==> config.mk <==
export PLATFORM = sky130hd
export DESIGN_NAME = tri_ram_init
export DESIGN_NICKNAME = d
export VERILOG_FILES = /design/src/design/tri_pkg.sv /design/src/design/tri_ram_init.sv
export VERILOG_INCLUDE_DIRS = /design/src /design/src/design
export SDC_FILE = /design/constraint.sdc
export NUM_CORES = 1
export LEC_CHECK = 0
export ABC_AREA = 1
export BUFFER_PORTS_ARGS = -buffer_cell sky130_fd_sc_hd__clkbuf_2
export CORE_MARGIN = 2
export CORE_UTILIZATION = 49
export CTS_CLUSTER_SIZE = 10
export DETAILED_ROUTE_END_ITERATION = 7
export PLACE_DENSITY = 0.76
export SLEW_MARGIN = 20
export SYNTH_ARGS = -nofsm -noshare
export SYNTH_HDL_FRONTEND = slang
export SYNTH_SLANG_ARGS = --single-unit
==> constraint.sdc <==
create_clock -name ref_clk -period 2.1 [get_ports ref_clk]
set_clock_uncertainty 0.2 [all_clocks]
set_input_delay 0.105 -clock ref_clk [delete_from_list [all_inputs] [get_ports ref_clk]]
set_output_delay 0.105 -clock ref_clk [all_outputs]
set_load 0.01 [all_outputs]
==> src/design/tri_regs.svh <==
// What this block does
// - a four-bit serial-in, parallel-out shift register takes the test data input.
// - the shift register moves only while the shift flag is high.
// - counters and block selects follow the instruction value, not core logic.
// - the start opcode makes counters produce addresses and enables block writes.
// - on update rise, pipeline and counter present the new word and address.
// - the RAM write clock is the inverted update flag unless noInv is set.
// - for falling-edge RAMs the update flag drives the clock uninverted.
// - the ring select advances once after the last address of a block.
// - in broadcast mode one shared enable writes all blocks together.
// - only this block drives RAM write ports, steered by the instruction.
// - addresses come from an internal counter; only data is shifted in.
// - the low-active write enable is asserted exactly on the start opcode.
// - readback needs test high and the stop opcode; read enable then low.
// - RAM clock is the test clock in readback, else the update flag, inverted unless noInv is set.
// - the serial data output is the shift register's top bit.
// - a four-bit pipeline register captures the word on update.
// - RAM read data passes unchanged to the readback output.
// - read and write addresses are two bits wide.
`ifndef TRI_REGS_SVH
`define TRI_REGS_SVH

`define TRI_OP_INIT_START 8'h22
`define TRI_OP_INIT_STOP  8'h23

`define TRI_CTRL_OFF      8'h00
`define TRI_STATUS_OFF    8'h04
`define TRI_DATA_OFF      8'h08

`define TRI_CTRL_BCAST_BIT 0
`define TRI_CTRL_NOINV_BIT 1

`define TRI_ST_ADDR_LSB   0
`define TRI_ST_RING_LSB   2
`define TRI_ST_INIT_BIT   6
`define TRI_ST_TEST_BIT   7
`define TRI_ST_INSTR_LSB  8
`define TRI_DATA_WR_LSB   0
`define TRI_DATA_RD_LSB   4

`define TRI_RING_RST      4'h1
`define TRI_BLKWE_RST     4'hf
`define TRI_ADDR_LAST     2'h3

`endif

==> src/design/tri_pkg.sv <==
package tri_pkg;

  typedef struct packed {
    logic [7:0] instr;
    logic       shiftDr;
    logic       updDr;
    logic       tck;
    logic       tdi;
    logic       test;
    logic       testClk;
    logic [3:0] rdWord;
  } tri_tap_t;

  typedef struct packed {
    logic noInv;
    logic bcast;
  } tri_ctrl_t;

  typedef enum logic [1:0] {
    TRI_REG_NONE   = 2'b00,
    TRI_REG_CTRL   = 2'b01,
    TRI_REG_STATUS = 2'b10,
    TRI_REG_DATA   = 2'b11
  } tri_reg_e_t;

  typedef struct packed {
    tri_tap_t   s1;
    tri_tap_t   s2;
    logic       tckPrev;
    logic       updPrev;
    logic       tclkPrev;
    logic [3:0] shiftReg;
    logic [3:0] writeWord;
    logic [1:0] addrCnt;
    logic [1:0] wrAddr;
    logic [1:0] rdAddr;
    logic [3:0] ringSel;
    logic [3:0] blkWrEnN;
    logic       wrEnN;
    logic       rdEnN;
    logic       ramClk;
    logic       tdo;
    logic [3:0] testOut;
    tri_ctrl_t  ctrl;
    logic       readyOut;
    logic       respOut;
    logic [31:0] rdata;
    logic       pendWr;
    tri_reg_e_t pendIdx;
  } tri_state_t;

endpackage

==> src/design/tri_ram_init.sv <==
`timescale 1ns/1ps
`include "tri_regs.svh"

module tri_ram_init (
  input  wire logic             ref_clk,
  input  wire logic             rst,
  input  wire logic             clkEn,
  input  wire tri_pkg::tri_tap_t tapIn,
  output logic                  tdoOut,
  output logic [3:0]            writeWord,
  output logic [1:0]            wrAddr,
  output logic [1:0]            rdAddr,
  output logic                  wrEnN,
  output logic [3:0]            blkWrEnN,
  output logic [3:0]            ringSel,
  output logic                  rdEnN,
  output logic                  ramClk,
  output logic [3:0]            testOut,
  input  wire logic             hsel,
  input  wire logic [31:0]      haddr,
  input  wire logic [1:0]       htrans,
  input  wire logic             hwrite,
  input  wire logic [2:0]       hsize,
  input  wire logic [31:0]      hwdata,
  input  wire logic             hready,
  output logic                  hreadyout,
  output logic                  hresp,
  output logic [31:0]           hrdata
);
  import tri_pkg::*;

  // ------------------------------------------------------------
  // state
  // ------------------------------------------------------------
  tri_state_t q;
  tri_state_t nxt;

  logic tckRise;
  logic updRise;
  logic updFall;
  logic tclkRise;
  logic initOn;
  logic testOn;
  logic busTake;
  tri_reg_e_t rdIdx;

  // ------------------------------------------------------------
  // helpers
  // ------------------------------------------------------------
  function automatic tri_reg_e_t regIndex(input logic [31:0] a);
    tri_reg_e_t r;
    r = TRI_REG_NONE;
    if (a[31:8] == 24'h000000) begin
      case (a[7:0])
        `TRI_CTRL_OFF:   r = TRI_REG_CTRL;
        `TRI_STATUS_OFF: r = TRI_REG_STATUS;
        `TRI_DATA_OFF:   r = TRI_REG_DATA;
        default:         r = TRI_REG_NONE;
      endcase
    end
    return r;
  endfunction

  function automatic logic [3:0] ringStep(input logic [3:0] r);
    return {r[2:0], r[3]};
  endfunction

  // ------------------------------------------------------------
  // next state
  // ------------------------------------------------------------
  always_comb begin
    nxt = q;

    // two-stage capture of all test-port inputs
    nxt.s1 = tapIn;
    nxt.s2 = q.s1;
    nxt.tckPrev = q.s2.tck;
    nxt.updPrev = q.s2.updDr;
    nxt.tclkPrev = q.s2.testClk;

    tckRise = q.s2.tck && !q.tckPrev;
    updRise = q.s2.updDr && !q.updPrev;
    updFall = !q.s2.updDr && q.updPrev;
    tclkRise = q.s2.testClk && !q.tclkPrev;

    initOn = (q.s2.instr == `TRI_OP_INIT_START);
    testOn = q.s2.test && (q.s2.instr == `TRI_OP_INIT_STOP);

    // serial shift on tck rise while shifting
    if (tckRise && q.s2.shiftDr) begin
      nxt.shiftReg = {q.shiftReg[2:0], q.s2.tdi};
    end
    nxt.tdo = nxt.shiftReg[3];

    // word and address presented on update rise
    if (updRise) begin
      nxt.writeWord = q.shiftReg;
      nxt.wrAddr = q.addrCnt;
    end

    // counter steps once the word has been written
    if (updFall && initOn) begin
      nxt.addrCnt = q.addrCnt + 2'h1;
      if (q.addrCnt == `TRI_ADDR_LAST && !q.ctrl.bcast) begin
        nxt.ringSel = ringStep(q.ringSel);
      end
    end

    // write enable follows the instruction only; block enables also follow broadcast and ring select
    nxt.wrEnN = !initOn;
    if (!initOn) begin
      nxt.blkWrEnN = `TRI_BLKWE_RST;
    end else if (q.ctrl.bcast) begin
      nxt.blkWrEnN = 4'h0;
    end else begin
      nxt.blkWrEnN = ~q.ringSel;
    end

    // readback path
    nxt.rdEnN = !testOn;
    if (tclkRise && testOn) begin
      nxt.rdAddr = q.rdAddr + 2'h1;
    end
    nxt.testOut = q.s2.rdWord;

    // RAM clock selection
    if (testOn) begin
      nxt.ramClk = q.s2.testClk;
    end else if (q.ctrl.noInv) begin
      nxt.ramClk = q.s2.updDr;
    end else begin
      nxt.ramClk = !q.s2.updDr;
    end

    // bus data phase: write lands
    nxt.readyOut = 1'b1;
    nxt.respOut = 1'b0;
    if (q.pendWr && hready && q.pendIdx == TRI_REG_CTRL) begin
      nxt.ctrl.bcast = hwdata[`TRI_CTRL_BCAST_BIT];
      nxt.ctrl.noInv = hwdata[`TRI_CTRL_NOINV_BIT];
    end
    if (hready) begin
      nxt.pendWr = 1'b0;
    end

    // bus address phase
    busTake = hsel && htrans[1] && hready;
    rdIdx = regIndex(haddr);
    if (busTake) begin
      nxt.pendWr = hwrite;
      nxt.pendIdx = rdIdx;
    end
    nxt.rdata = 32'h00000000;
    if (busTake && !hwrite) begin
      case (rdIdx)
        TRI_REG_CTRL: begin
          nxt.rdata[`TRI_CTRL_BCAST_BIT] = nxt.ctrl.bcast;
          nxt.rdata[`TRI_CTRL_NOINV_BIT] = nxt.ctrl.noInv;
        end
        TRI_REG_STATUS: begin
          nxt.rdata[`TRI_ST_ADDR_LSB +: 2] = q.addrCnt;
          nxt.rdata[`TRI_ST_RING_LSB +: 4] = q.ringSel;
          nxt.rdata[`TRI_ST_INIT_BIT] = initOn;
          nxt.rdata[`TRI_ST_TEST_BIT] = testOn;
          nxt.rdata[`TRI_ST_INSTR_LSB +: 8] = q.s2.instr;
        end
        TRI_REG_DATA: begin
          nxt.rdata[`TRI_DATA_WR_LSB +: 4] = q.writeWord;
          nxt.rdata[`TRI_DATA_RD_LSB +: 4] = q.testOut;
        end
        default: begin
          nxt.rdata = 32'h00000000;
        end
      endcase
    end
  end

  // ------------------------------------------------------------
  // registers
  // ------------------------------------------------------------
  always_ff @(posedge ref_clk) begin
    if (rst) begin
      q <= '0;
      q.ringSel <= `TRI_RING_RST;
      q.blkWrEnN <= `TRI_BLKWE_RST;
      q.wrEnN <= 1'b1;
      q.rdEnN <= 1'b1;
      q.ramClk <= 1'b1;
    end else if (clkEn) begin
      q <= nxt;
    end
  end

  // ------------------------------------------------------------
  // outputs
  // ------------------------------------------------------------
  assign tdoOut = q.tdo;
  assign writeWord = q.writeWord;
  assign wrAddr = q.wrAddr;
  assign rdAddr = q.rdAddr;
  assign wrEnN = q.wrEnN;
  assign blkWrEnN = q.blkWrEnN;
  assign ringSel = q.ringSel;
  assign rdEnN = q.rdEnN;
  assign ramClk = q.ramClk;
  assign testOut = q.testOut;
  assign hreadyout = q.readyOut;
  assign hresp = q.respOut;
  assign hrdata = q.rdata;
endmodule

==> impl_metrics.py <==
metrics = {
    "synthesis": {
        "yosysMostFrequentCell": "nor2_1",
        "synth.area.top_cells": "dfxtp_1 (44%), nor2_1 (11%), buf_4 (9.8%)",
        "yosysTopAreaCell": "dfxtp_1",
        "ys_ff_latch": 90,
        "synthDistinctLibCells": 33,
        "yosysWarnings": 0,
        "synth_edf_count": 0,
        "synth-seq-area-share": 0.442,
        "syn_inst": 536,
        "synth_ff_type": "dfxtp_1",
        "synth_common_cells": "nor2_1 (118), dfxtp_1 (90), o21ai_0 (64)",
        "postSynth.asyncResetShare": 0,
        "synth_area_um2": 4070,
        "avgSynthCellArea_um2": 7.60,
        "netlist.area_leader.share": 0.442,
    },
    "cells_and_area": {
        "register_area_um2": 1800,
        "multi_input_area_um2": 1710,
        "fill_cells": 743,
        "area_growth_pct": 18.2,
        "num-nets-final": 716,
        "postLayoutCoreUtil": 0.592,
        "diodes": 0,
        "drive_gt1_frac": 0.250,
        "final_area_um2": 4810,
    },
    "cts": {
        "clk_latency_ns": 0.35,
        "clock_path_buffers": 2,
        "ctsHtreeMaxLevel": 3,
        "cts.sinks": 90,
        "root_buffer": "clkbuf_8",
        "clkTransAtPathRegs_ns": 0.09,
        "cts_buffers": 9,
        "cts_tree": "built",
    },
    "route": {
        "num_vias": 3484,
        "drcViolationCount": 0,
        "vias_per_cell": 4.76,
        "dr.first_iter.drc_count": 108,
        "first_pass_iters": 4,
        "wl_per_cell_um": 11.6,
        "detail-route-antenna-nets": 0,
        "drt_wl_total_mm": 8.49,
    },
    "placed_design": {
        "routabilityCongestion": 0.835,
        "dp_slack_ns": 0.290,
        "post_dp_cell_area_um2": 4330,
        "numPortBuffers": 99,
        "hpwl_mm": 5.97,
    },
    "hold_path": {
        "holdPathStages": 3,
        "worstHoldPathType": "primary input to register",
    },
    "timing": {
        "maxSlewViolCount": 0,
        "hold_violations": 0,
        "rsz0062_at_grt": "false",
        "setup_tns_ns": 0,
        "setup_slack_ns": 0.118,
        "fmax_mhz": 504,
        "setup_viol": 0,
        "fin_crit_sh": 0.944,
        "layout_min_cycle_time_ns": 1.98,
    },
    "global_routing": {
        "busiest_layer": "met2",
        "grt_util_met2": 0.309,
        "grt_use_met3": 0.0395,
        "track_usage": 0.188,
        "met1_usage": 0.237,
        "antenna_found_initial": 0,
        "grt_max_degree": 60,
        "grt-ovfl-total": 0,
        "grt_pass1_wl_mm": 13.4,
        "grt_pass1_vias": 3051,
    },
    "critical_path": {
        "critPathKind": "primary input to register",
        "arrival_ns": 2.02,
        "end_kind": "register",
        "startpoint_type": "primary input",
        "r2r_setup_slack_ns": 0.32,
        "crit_fanout": 2,
        "crit_required_ns": 2.14,
        "worst-r2r-cell-count": 7,
    },
    "run": {
        "drv_cap": 0,
    },
    "floorplanning": {
        "dieArea_um2": 9060,
        "initial_utilization": 0.501,
        "num_rows": 33,
        "io_pins": 151,
        "die_y_um": 95.2,
        "core_area_um2": 8130,
        "die_w_um": 95.2,
    },
    "status": {
        "status": "finished, final reports clean",
    },
    "power_and_ir_drop": {
        "irDropWorstVdd_mv": 0.403,
        "p_per_area_nw_per_um2": 695,
        "power_leakage_nw": 2.21,
    },
}
==> routing by layer <==
| layer | vias up | share of wire |
|---|---|---|
| met1 | 1547 | 0.46 |
| met2 | 98 | 0.47 |
| met5 | - | 0 |
| met3 | 6 | 0.055 |
| met4 | 0 | 0.0084 |
| li1 | 1833 | - |
==> registers in the layout, summed over array words and instances, names as in the netlist <==
name / count
hrdata: 16
rdEnN: 1
rdAddr: 2
nxt: 25
wrEnN: 1
writeWord: 4
hreadyout: 1
blkWrEnN: 4
q: 25
ramClk: 1
testOut: 4
ringSel: 4
wrAddr: 2
==> layout make-up <==
| type | instances | share of cell area |
|---|---|---|
| Timing Repair Buffer | 136 | 0.175 |
| Tap cell | 105 | 0.0273 |
| Sequential cell | 90 | 0.374 |
| Clock inverter | 7 | 0.0159 |
| Multi-Input combinational cell | 351 | 0.355 |
| Inverter | 34 | 0.0265 |
| Clock buffer | 9 | 0.0257 |
==> worst paths after layout <==
path | startpoint | endpoint
hold / removal | clkEn | nxt[70]
setup reg to reg | q[83] | blkWrEnN[3]
setup / recovery | hwrite | q[2]
hold reg to reg | q[81] | q[81]
==> metrics by stage <==
step | hold WS (ns) | cells | total power (W)
floorplan | 0.0399 | 552 | 0.00208
global placement | 0.130 | 688 | 0.00216
detailed placement | 0.130 | 688 | 0.00217
CTS | 0.00159 | 732 | 0.00338
global route | 0.0358 | 732 | 0.00350
finish | 0.0155 | 732 | 0.00334
==> power breakdown <==
part	leakage, nW	internal [W]	switching (W)	total, W
combinational	1.38	0.000147	0.000197	0.000344
clock	0.0962	0.000558	0.000620	0.00118
sequential	0.738	0.00178	0.0000424	0.00182
==> logic make-up after synthesis <==
family,count (synthesis),synth area share
buf+inv,111,0.154
xor+xnor,3,0.00645
fa+ha+maj,1,0.00307
compound gates,112,0.149
simple gates,218,0.244
other cells,1,0.000921
flops,90,0.442
==> timing repair <==
| item | 4_1_cts | 5_1_grt |
|---|---|---|
| endpoints found under the hold margin | 31 | 0 |
| resized for setup | 0 | 1 |
| setup endpoints to repair | 0 | 4 |
| hold buffers | 28 | 0 |
| setup buffers | 0 | 0 |
==> layout by cell type (no fill, tap or decap), drive strengths merged <==
| master | synthesis | final |
|---|---|---|
| a21oi | 41 | 41 |
| buf | 65 | 9 |
| bufinv | 0 | 1 |
| clkbuf | 12 | 108 |
| clkinv | 0 | 2 |
| clkinvlp | 0 | 2 |
| conb | 1 | 17 |
| dfxtp | 90 | 90 |
| dlygate4sd3 | 0 | 28 |
| ha | 1 | 1 |
| inv | 34 | 36 |
| nand2 | 63 | 63 |
| nand3 | 11 | 11 |
| nand4 | 10 | 10 |
| nor2 | 122 | 122 |
| nor3 | 8 | 8 |
| nor4 | 3 | 3 |
| o211ai | 4 | 4 |
| o21ai | 67 | 67 |
| or2 | 1 | 1 |
| xnor2 | 2 | 2 |
| xor2 | 1 | 1 |
==> worst max-delay path, cell delays in order <==
cell and delay (ns):
dlygate4sd3_1 0.54, clkbuf_2 0.13, nand2_1 0.07, dlygate4sd3_1 0.55, a21oi_1 0.06, dlygate4sd3_1 0.57
(Power assumes the default switching activity.)
